### src/ddr_sram_map.vh
// Purpose: Register offsets, field positions and reset values of the SRAM write path.
// Assumes: APB byte addresses, one aligned 32-bit word per register.
// Notes:   Definitions only.
`ifndef DDR_SRAM_MAP_VH
`define DDR_SRAM_MAP_VH

// Register byte offsets.
`define CTRL_OFFSET        12'h000
`define STATUS_OFFSET      12'h004
`define PEEK_ADDR_OFFSET   12'h008
`define PEEK_DATA_OFFSET   12'h00C
`define WR_COUNT_OFFSET    12'h010

// Control register fields and reset value.
`define CTRL_ENABLE_BIT    0
`define CTRL_RESET         32'h0000_0001

// Status register fields.
`define STAT_SINGLE_BIT    0
`define STAT_WIDE_BIT      1
`define STAT_WR_BUSY_BIT   2
`define STAT_RD_BUSY_BIT   3
`define STAT_OE_BIT        4

// Width of one byte lane including its parity bit.
`define LANE_BITS          9

`endif

### src/ddr_sram_core.v
// Purpose: Write data path with byte-lane masking of a two-word burst DDR SRAM.
// Assumes: Pin clocks are slow against pclk and are sampled as ordinary inputs.
// Notes:   Software reaches control, status and a peek window over APB.
//
// Notes on behaviour
// - 18-bit, both selects low: store all bits.
// - 18-bit, select 0 only: store bits 8:0.
// - 18-bit, select 1 only: store bits 17:9.
// - All selects high: nothing written.
// - 36-bit, all four low: store everything.
// - 36-bit, each select gates its nine bits.
// - Selects sampled per half, applied per half.
// - Powers up deselected, outputs tristated.
// - Write data taken on both input clock rises.
// - Read data on output clocks, else input clocks.
// - First word latched address, second burst address.
// - Timing counted from load cycle t.
// - Second address inverts the address LSB.
`timescale 1ns/10ps
`default_nettype none
`include "ddr_sram_map.vh"

module ddr_sram_core #(
	parameter DATA_W = 18,
	parameter ADDR_W = 4
) (
	input  wire                    pclk,
	input  wire                    presetn,
	input  wire                    psel,
	input  wire                    penable,
	input  wire                    pwrite,
	input  wire [11:0]             paddr,
	input  wire [31:0]             pwdata,
	output wire [31:0]             prdata,
	output wire                    pready,
	output wire                    pslverr,
	input  wire                    k_clk,
	input  wire                    k_clk_n,
	input  wire                    c_clk,
	input  wire                    c_clk_n,
	input  wire                    load_strobe_n,
	input  wire                    read_write,
	input  wire [ADDR_W-1:0]       addr,
	input  wire [DATA_W-1:0]       data_in,
	input  wire [DATA_W/9-1:0]     byte_lane_select_n,
	output wire [DATA_W-1:0]       data_out,
	output wire                    data_oe
);

	localparam LANES  = DATA_W / `LANE_BITS;
	localparam DEPTH  = 1 << ADDR_W;
	localparam SYNC_W = 6 + ADDR_W + DATA_W + LANES;
	localparam [31:0] CTRL_RST_WORD = `CTRL_RESET;

	// Read sequencing states.
	localparam RD_IDLE   = 2'b00;
	localparam RD_SECOND = 2'b01;
	localparam RD_TAIL   = 2'b10;

	wire [SYNC_W-1:0] pins_s;
	wire              k_s;
	wire              kn_s;
	wire              c_s;
	wire              cn_s;
	wire              load_n_s;
	wire              rw_s;
	wire [ADDR_W-1:0] addr_s;
	wire [DATA_W-1:0] din_s;
	wire [LANES-1:0]  lanes_s;

	// All pins pass two flip-flops before any logic looks at them.
	pin_sync #(
		.WIDTH (SYNC_W)
	) u_pin_sync (
		.pclk     (pclk),
		.presetn  (presetn),
		.async_in ({k_clk, k_clk_n, c_clk, c_clk_n, load_strobe_n, read_write,
		            addr, data_in, byte_lane_select_n}),
		.sync_out (pins_s)
	);

	assign {k_s, kn_s, c_s, cn_s, load_n_s, rw_s, addr_s, din_s, lanes_s} = pins_s;

	reg                k_prev_ff;
	reg                kn_prev_ff;
	reg                c_prev_ff;
	reg                cn_prev_ff;
	reg                strap_done_ff;
	reg [1:0]          strap_age_ff;
	reg                single_clk_ff;
	reg                enable_ff;
	reg [ADDR_W-1:0]   peek_addr_ff;
	reg [15:0]         wr_count_ff;
	reg [31:0]         prdata_ff;
	reg [DATA_W-1:0]   mem [0:DEPTH-1];

	wire k_rise  = k_s & ~k_prev_ff;
	wire kn_rise = kn_s & ~kn_prev_ff;
	wire c_rise  = c_s & ~c_prev_ff;
	wire cn_rise = cn_s & ~cn_prev_ff;

	// Edge memory for the sampled pin clocks.
	always @(posedge pclk or negedge presetn) begin
		if (!presetn) begin
			k_prev_ff  <= 1'b0;
			kn_prev_ff <= 1'b0;
			c_prev_ff  <= 1'b0;
			cn_prev_ff <= 1'b0;
		end else begin
			k_prev_ff  <= k_s;
			kn_prev_ff <= kn_s;
			c_prev_ff  <= c_s;
			cn_prev_ff <= cn_s;
		end
	end

	// The clock mode strap is caught once, after the synchroniser holds real pin values.
	always @(posedge pclk or negedge presetn) begin
		if (!presetn) begin
			strap_done_ff <= 1'b0;
			strap_age_ff  <= 2'h0;
			single_clk_ff <= 1'b0;
		end else if (!strap_done_ff) begin
			strap_age_ff <= strap_age_ff + 2'h1;
			if (strap_age_ff == 2'h2) begin
				strap_done_ff <= 1'b1;
				single_clk_ff <= c_s & cn_s;
			end
		end
	end

	// Output launch edges follow the output clocks, or the input clocks in single mode.
	wire out_rise   = single_clk_ff ? k_rise : c_rise;
	wire out_n_rise = single_clk_ff ? kn_rise : cn_rise;

	// A load is seen only on a positive input clock rise while enabled.
	wire load_now = enable_ff & strap_done_ff & k_rise & ~load_n_s;
	wire load_wr  = load_now & ~rw_s;
	wire load_rd  = load_now & rw_s;

	reg                wr_wait1_ff;
	reg                wr_wait2_ff;
	reg                commit_ff;
	reg [ADDR_W-1:0]   load_addr_ff;
	reg [ADDR_W-1:0]   burst_addr_ff;
	reg [DATA_W-1:0]   half1_data_ff;
	reg [DATA_W-1:0]   half2_data_ff;
	reg [LANES-1:0]    half1_lanes_ff;
	reg [LANES-1:0]    half2_lanes_ff;

	// Second burst address flips only the least significant bit.
	wire [ADDR_W-1:0] burst_second_address = burst_addr_ff ^ {{(ADDR_W-1){1'b0}}, 1'b1};
	wire [ADDR_W-1:0] burst_first_address  = burst_addr_ff;

	// Write sequencing: load, first half on the next K rise, second on K-bar.
	always @(posedge pclk or negedge presetn) begin
		if (!presetn) begin
			wr_wait1_ff    <= 1'b0;
			wr_wait2_ff    <= 1'b0;
			commit_ff      <= 1'b0;
			load_addr_ff   <= {ADDR_W{1'b0}};
			burst_addr_ff  <= {ADDR_W{1'b0}};
			half1_data_ff  <= {DATA_W{1'b0}};
			half2_data_ff  <= {DATA_W{1'b0}};
			half1_lanes_ff <= {LANES{1'b1}};
			half2_lanes_ff <= {LANES{1'b1}};
		end else begin
			commit_ff <= 1'b0;
			// First half and its own selects are taken at the next K rise.
			if (k_rise && wr_wait1_ff) begin
				half1_data_ff  <= din_s;
				half1_lanes_ff <= lanes_s;
				burst_addr_ff  <= load_addr_ff;
				wr_wait2_ff    <= 1'b1;
			end
			// Second half and its own selects are taken at the K-bar rise.
			if (kn_rise && wr_wait2_ff) begin
				half2_data_ff  <= din_s;
				half2_lanes_ff <= lanes_s;
				wr_wait2_ff    <= 1'b0;
				commit_ff      <= 1'b1;
			end
			// A new load may coincide with the first half of the previous write.
			if (k_rise) begin
				wr_wait1_ff <= load_wr;
			end
			if (load_wr) begin
				load_addr_ff <= addr_s;
			end
		end
	end

	wire [DATA_W-1:0] merged1;
	wire [DATA_W-1:0] merged2;
	wire              any1;
	wire              any2;

	// Lane masking of the first half against the stored word.
	lane_merge #(
		.LANES (LANES)
	) u_merge_first (
		.old_word   (mem[burst_first_address]),
		.new_word   (half1_data_ff),
		.lane_sel_n (half1_lanes_ff),
		.merged     (merged1),
		.any_lane   (any1)
	);

	// Lane masking of the second half against the stored word.
	lane_merge #(
		.LANES (LANES)
	) u_merge_second (
		.old_word   (mem[burst_second_address]),
		.new_word   (half2_data_ff),
		.lane_sel_n (half2_lanes_ff),
		.merged     (merged2),
		.any_lane   (any2)
	);

	// Both halves go to the array together; a half with no lane selected is skipped.
	always @(posedge pclk) begin
		if (commit_ff && any1) begin
			mem[burst_first_address] <= merged1;
		end
		if (commit_ff && any2) begin
			mem[burst_second_address] <= merged2;
		end
	end

	reg [1:0]          rd_state_ff;
	reg                rd_pend_ff;
	reg [ADDR_W-1:0]   rd_addr_ff;
	reg [ADDR_W-1:0]   rd_pend_addr_ff;
	reg [DATA_W-1:0]   dout_ff;
	reg                oe_ff;

	// Read sequencing: first word on the negative output rise, second on the positive.
	always @(posedge pclk or negedge presetn) begin
		if (!presetn) begin
			rd_state_ff     <= RD_IDLE;
			rd_pend_ff      <= 1'b0;
			rd_addr_ff      <= {ADDR_W{1'b0}};
			rd_pend_addr_ff <= {ADDR_W{1'b0}};
			dout_ff         <= {DATA_W{1'b0}};
			oe_ff           <= 1'b0;
		end else begin
			if (load_rd) begin
				rd_pend_ff      <= 1'b1;
				rd_pend_addr_ff <= addr_s;
			end else if (out_n_rise && rd_pend_ff && rd_state_ff != RD_SECOND) begin
				rd_pend_ff <= 1'b0;
			end
			case (rd_state_ff)
				RD_IDLE, RD_TAIL: begin
					if (out_n_rise && rd_pend_ff) begin
						dout_ff     <= mem[rd_pend_addr_ff];
						rd_addr_ff  <= rd_pend_addr_ff;
						oe_ff       <= 1'b1;
						rd_state_ff <= RD_SECOND;
					end else if (out_n_rise && rd_state_ff == RD_TAIL) begin
						oe_ff       <= 1'b0;
						rd_state_ff <= RD_IDLE;
					end
				end
				RD_SECOND: begin
					if (out_rise) begin
						dout_ff     <= mem[rd_addr_ff ^ {{(ADDR_W-1){1'b0}}, 1'b1}];
						rd_state_ff <= RD_TAIL;
					end
				end
				default: begin
					rd_state_ff <= RD_IDLE;
					oe_ff       <= 1'b0;
				end
			endcase
		end
	end

	assign data_out = dout_ff;
	assign data_oe  = oe_ff;

	// APB decode; every access finishes in its first access cycle.
	wire apb_setup = psel & ~penable;
	wire apb_write = psel & penable & pwrite;
	wire hit_ctrl  = (paddr == `CTRL_OFFSET);
	wire hit_stat  = (paddr == `STATUS_OFFSET);
	wire hit_paddr = (paddr == `PEEK_ADDR_OFFSET);
	wire hit_pdata = (paddr == `PEEK_DATA_OFFSET);
	wire hit_count = (paddr == `WR_COUNT_OFFSET);
	wire hit_any   = hit_ctrl | hit_stat | hit_paddr | hit_pdata | hit_count;

	assign pready  = 1'b1;
	assign pslverr = psel & penable & ~hit_any;

	// Software writes: enable and the peek address.
	always @(posedge pclk or negedge presetn) begin
		if (!presetn) begin
			enable_ff    <= CTRL_RST_WORD[`CTRL_ENABLE_BIT];
			peek_addr_ff <= {ADDR_W{1'b0}};
		end else if (apb_write) begin
			if (hit_ctrl) begin
				enable_ff <= pwdata[`CTRL_ENABLE_BIT];
			end
			if (hit_paddr) begin
				peek_addr_ff <= pwdata[ADDR_W-1:0];
			end
		end
	end

	// Counts burst commits that changed at least one lane; writing clears it unless a commit lands in the same cycle.
	always @(posedge pclk or negedge presetn) begin
		if (!presetn) begin
			wr_count_ff <= 16'h0000;
		end else if (commit_ff && (any1 || any2)) begin
			wr_count_ff <= wr_count_ff + 16'h0001;
		end else if (apb_write && hit_count) begin
			wr_count_ff <= 16'h0000;
		end
	end

	wire [31:0] status_word;

	// Live device state as seen by software.
	assign status_word = {27'h0000000, oe_ff, (rd_state_ff != RD_IDLE) | rd_pend_ff,
		wr_wait1_ff | wr_wait2_ff | commit_ff, (LANES == 4), single_clk_ff};

	// Read data is captured during the setup cycle and held through access.
	always @(posedge pclk or negedge presetn) begin
		if (!presetn) begin
			prdata_ff <= 32'h0000_0000;
		end else if (apb_setup && !pwrite) begin
			if (hit_ctrl) begin
				prdata_ff <= {31'h0000_0000, enable_ff};
			end else if (hit_stat) begin
				prdata_ff <= status_word;
			end else if (hit_paddr) begin
				prdata_ff <= {{(32-ADDR_W){1'b0}}, peek_addr_ff};
			end else if (hit_pdata) begin
				prdata_ff <= {{(32-DATA_W){1'b0}}, mem[peek_addr_ff]};
			end else if (hit_count) begin
				prdata_ff <= {16'h0000, wr_count_ff};
			end else begin
				prdata_ff <= 32'h0000_0000;
			end
		end
	end

	assign prdata = prdata_ff;

endmodule
`default_nettype wire

### src/lane_merge.v
// Purpose: Merges new write data into a stored word, lane by lane.
// Assumes: Lane selects are active low, one per nine data bits.
// Notes:   A lane whose select is high keeps the stored bits.
`timescale 1ns/10ps
`default_nettype none
`include "ddr_sram_map.vh"

module lane_merge #(
	parameter LANES = 2
) (
	input  wire [LANES*`LANE_BITS-1:0] old_word,
	input  wire [LANES*`LANE_BITS-1:0] new_word,
	input  wire [LANES-1:0]            lane_sel_n,
	output wire [LANES*`LANE_BITS-1:0] merged,
	output wire                        any_lane
);

	genvar i;

	// Each lane takes new data only when its select is low.
	generate
		for (i = 0; i < LANES; i = i + 1) begin : g_lane
			assign merged[i*`LANE_BITS +: `LANE_BITS] = lane_sel_n[i] ?
				old_word[i*`LANE_BITS +: `LANE_BITS] :
				new_word[i*`LANE_BITS +: `LANE_BITS];
		end
	endgenerate

	// No write at all when every select is high.
	assign any_lane = ~&lane_sel_n;

endmodule
`default_nettype wire

### src/pin_sync.v
// Purpose: Two-stage synchroniser for a group of pin inputs.
// Assumes: Inputs are asynchronous to pclk.
// Notes:   Only the second stage is visible outside.
`timescale 1ns/10ps
`default_nettype none

module pin_sync #(
	parameter WIDTH = 1
) (
	input  wire             pclk,
	input  wire             presetn,
	input  wire [WIDTH-1:0] async_in,
	output wire [WIDTH-1:0] sync_out
);

	reg [WIDTH-1:0] meta_ff;
	reg [WIDTH-1:0] stable_ff;

	// The first stage feeds only the second stage.
	always @(posedge pclk or negedge presetn) begin
		if (!presetn) begin
			meta_ff   <= {WIDTH{1'b0}};
			stable_ff <= {WIDTH{1'b0}};
		end else begin
			meta_ff   <= async_in;
			stable_ff <= meta_ff;
		end
	end

	assign sync_out = stable_ff;

endmodule
`default_nettype wire

### config.mk
export PLATFORM = sky130hd
export DESIGN_NAME = ddr_sram_core
export DESIGN_NICKNAME = d
export VERILOG_FILES = /design/src/ddr_sram_core.v /design/src/lane_merge.v /design/src/pin_sync.v
export VERILOG_INCLUDE_DIRS = /design/src
export SDC_FILE = /design/constraint.sdc
export NUM_CORES = 1
export LEC_CHECK = 0
export BUFFER_PORTS_ARGS = -buffer_cell sky130_fd_sc_hd__buf_4
export CAP_MARGIN = 20
export CORE_ASPECT_RATIO = 0.6
export CORE_MARGIN = 8
export CORE_UTILIZATION = 55
export DETAILED_ROUTE_END_ITERATION = 7
export PLACE_DENSITY = 0.75
export RECOVER_POWER = 25
export SYNTH_ARGS = -nofsm -noshare
export SYNTH_HDL_FRONTEND = slang
export SYNTH_HIERARCHICAL = 1
export SYNTH_SLANG_ARGS = --single-unit
export TNS_END_PERCENT = 20
### constraint.sdc
create_clock -name pclk -period 3.2 [get_ports pclk]
set_clock_uncertainty 0.2 [all_clocks]
set_input_delay 0.32 -clock pclk [delete_from_list [all_inputs] [get_ports pclk]]
set_output_delay 0.32 -clock pclk [all_outputs]
set_load 0.01 [all_outputs]
==> flow_metrics.py <==
metrics = {
    "run_status": {
        "outcome": "finished, violations left",
        "violations": "max-capacitance violations, max-slew violations",
    },
    "power": {
        "power_frac_clock": 0.462,
        "power.internal_mw": 9.91,
        "vdd_drop_max_mv": 0.362,
        "power.switching_mw": 2.73,
        "combPwrFrac": 0.020,
        "cellPowerDensity_nw_per_um2": 359,
        "total_leakage_power_nw": 11.2,
        "finalPower_mw": 12.6,
        "pwr-share-seq": 0.518,
        "switching_share": 0.216,
    },
    "critical_path": {
        "path_buf_inv": 1,
        "crit_top_cell": "mux4_2",
        "reg2reg_depth": 5,
        "crit_type": "flip-flop to flip-flop",
        "worstPathRequired_ns": 3.35,
        "crit_path_end_kind": "flip-flop",
        "critPathMaxStageDelay_ns": 0.61,
        "slowest_stage": "dfrtp_4",
        "critical-path-top-delay-family": "multiplexers",
        "arrival_ns": 3.32,
        "critPathMaxFanout": 29,
        "startpoint_type": "flip-flop",
        "path_depth": 5,
        "path_cells": "buf_12 -> mux4_2 -> mux4_2 -> mux2_4 -> mux2_2",
    },
    "clock_tree": {
        "clock-root-buffer": "clkbuf_16",
        "cts_made_buffers": 47,
        "clk_pin_slew_ns": 0.07,
        "cts_sinks": 476,
        "htree_levels": 2,
        "tritoncts": "built",
        "clock_latency_ns": 0.60,
        "cts.path.max_buffers": 3,
        "cts_resized": 0,
    },
    "global_routing": {
        "grt_remaining_overflow": 0,
        "grt_pass1_vias": 21100,
        "grt_max_degree": 69,
        "grt_antenna_before_repair": 3,
        "grt_usage": 0.324,
        "grt_first_pass_wirelength_mm": 151,
    },
    "route": {
        "avgRoutedWirePerCell_um": 36.5,
        "vias_per_cell": 7.64,
        "vias": 21800,
        "wirelength_mm": 104,
        "drt_first_iter_violations": 3363,
        "detail-route-antenna-nets": 0,
        "drtPass1Iterations": 8,
        "drt_drc_violations_left": 0,
    },
    "floorplanning": {
        "initial_utilization": 0.554,
        "die_area_sq_um": 63900,
        "rows": 67,
        "ios": 132,
        "fp.coreArea_sq_um": 55500,
        "die_x_um": 321,
        "die_y_um": 199,
    },
    "synthesis": {
        "synthArstFlopShare": 0.395,
        "synthCells": 1913,
        "synth-edff-count": 288,
        "synth.distinct_cells": 60,
        "yosys_most_used_dff": "edfxtp_1",
        "ys_ff_latch": 476,
        "postSynthAreaPerCell_sq_um": 16.1,
        "yosysSeqAreaShare": 0.435,
        "yosysWarnings": 6,
        "syn-cell-area_sq_um": 30700,
    },
    "timing": {
        "fin_crit_ns": 3.17,
        "final-max-slew-violation-count": 67,
        "holdWs_ns": 0.0670,
        "worst_pin_slew_ns": 1.79,
        "hold_violations": 0,
        "slew_headroom": -0.194,
        "rsz0062_at_grt": "false",
        "finalSetupViolations": 0,
        "timing.final.crit_share": 0.991,
        "fmax_mhz": 315,
    },
    "min_path": {
        "min_path_cells": 4,
        "min_path_type": "input pin to flip-flop",
    },
    "layout": {
        "fin_util": 0.635,
        "fin_nets": 2139,
        "drive_gt1_frac": 0.565,
        "layout_commonest_cell": "mux4_2",
        "area_growth_pct": 14.6,
        "final_cell_mix": "mux4_2 (412), mux2_2 (349), edfxtp_1 (288)",
    },
    "place": {
        "portBuffers": 88,
        "gp_congestion": 0.958,
        "dp_hpwl_mm": 68.2,
    },
    "flow_run": {
        "cap_violations": 1,
    },
}
-- flip-flops by register name, summed over array words and instances (netlist names), 4 cells and up --
name,cells
half1_data_ff,18
mem,288
prdata,18
wr_count_ff,16
u_pin_sync/sync_out,30
data_out,18
rd_pend_addr_ff,4
u_pin_sync/meta_ff,30
burst_addr_ff,4
rd_addr_ff,4
half2_data_ff,18
peek_addr_ff,4
load_addr_ff,4
-- cell families (layout without fill, tap and decap cells) --
kind of cell,count (synthesis),after routing,share of synthesized area
other,2,17,0.000244
DFF,476,476,0.435
xor gates and xnor gates,2,2,0.000570
and+or+nand+nor,151,151,0.0275
AOI/OAI and AO/OA,228,228,0.0454
buffers and inverters,230,401,0.0349
muxes,822,822,0.456
adders and majority gates,2,2,0.000814
-- final timing paths --
| kind | start | to | slack (ns) |
|---|---|---|---|
| worst min-delay path | paddr[4] | prdata[0] | 0.07 |
| worst max register to register | burst_addr_ff[0] | mem[9][15] | 0.03 |
| min in group asynchronous | presetn | data_out[16] | 0.55 |
| max in group asynchronous | presetn | peek_addr_ff[0] | 0.95 |
| worst min register to register | u_pin_sync/meta_ff[16] | u_pin_sync/sync_out[16] | 0.15 |
| worst max-delay path | burst_addr_ff[0] | mem[9][15] | 0.03 |
-- cells in the mapped netlist, types with 4 or more instances --
cell type	n	area, sq um
nor3b_1	6	45.0
buf_6	4	45.0
a21oi_1	68	340
nor2_1	29	109
dfstp_2	5	131
clkbuf_1	95	357
nor2_2	9	56.3
inv_1	21	78.8
nand3_1	14	70.1
nand2_1	28	105
a22oi_1	65	488
mux2_2	349	3930
nand4_1	8	50.1
mux2i_1	25	250
edfxtp_1	288	8650
o31ai_1	4	30.0
mux4_2	412	9280
mux2_4	36	541
nand2b_1	13	81.3
dfrtp_1	183	4580
buf_1	16	60.1
nor2b_1	10	62.6
buf_2	69	345
o22ai_1	12	75.1
o21ai_0	55	275
and3_1	6	37.5
o21bai_1	4	30.0
buf_4	25	188
-- metrics by stage --
stage	std cells	setup WS (ns)	cell area, sq um	TNS, ns
global placement	2725	0.0856	33200	0
floorplan	1926	-0.00705	30800	-1.39
CTS	2852	0.0199	35200	0
detailed placement	2725	0.0495	33200	0
finish	2858	0.0285	35200	0
global route	2856	0.0421	35200	0
-- worst register-to-register path: cells and delay by family, from the launching register on --
family                 cells  cell delay [ns]
buffers and inverters      1             0.29
DFF                        1             0.61
muxes                      4             1.83
-- area by class of cell --
| cell class | count | area [sq um] |
|---|---|---|
| Antenna cell | 2 | 5.00 |
| Clock buffer | 69 | 1400 |
| Clock inverter | 19 | 189 |
| Fill cell | 3896 | 20300 |
| Inverter | 21 | 78.8 |
| Multi-Input combinational cell | 1220 | 16500 |
| Sequential cell | 476 | 13400 |
| Tap cell | 759 | 950 |
| Timing Repair Buffer | 292 | 2740 |
-- per-layer routing --
layer	GRT usage	wire, um	vias to the layer above
met3	0.183	20500	340
met4	0.0932	3890	6
met2	0.441	42400	2134
met5	0.00995	118	-
li1	-	-	8242
met1	0.440	37500	11100
-- power by group through the flow --
| stage | combinational [mW] | clock (mW) | sequential (mW) |
|---|---|---|---|
| 5_1_grt | 0.278 | 6.10 | 6.55 |
| 6_report | 0.253 | 5.84 | 6.55 |
| 2_1_floorplan | 0.0867 | 0 | 6.66 |
| 4_1_cts | 0.259 | 5.88 | 6.55 |
| 3_5_place_dp | 0.219 | 0 | 6.67 |
| 3_3_place_gp | 0.213 | 0 | 6.67 |
-- what timing repair did --
| action | 4_1_cts | 5_1_grt |
|---|---|---|
| setup buffers | 0 | 4 |
| endpoints found under the hold margin | 198 | 0 |
| endpoints found under the setup margin | 0 | 124 |
| hold buffers | 39 | 0 |
Note: power is estimated with default switching activity, not from simulation.
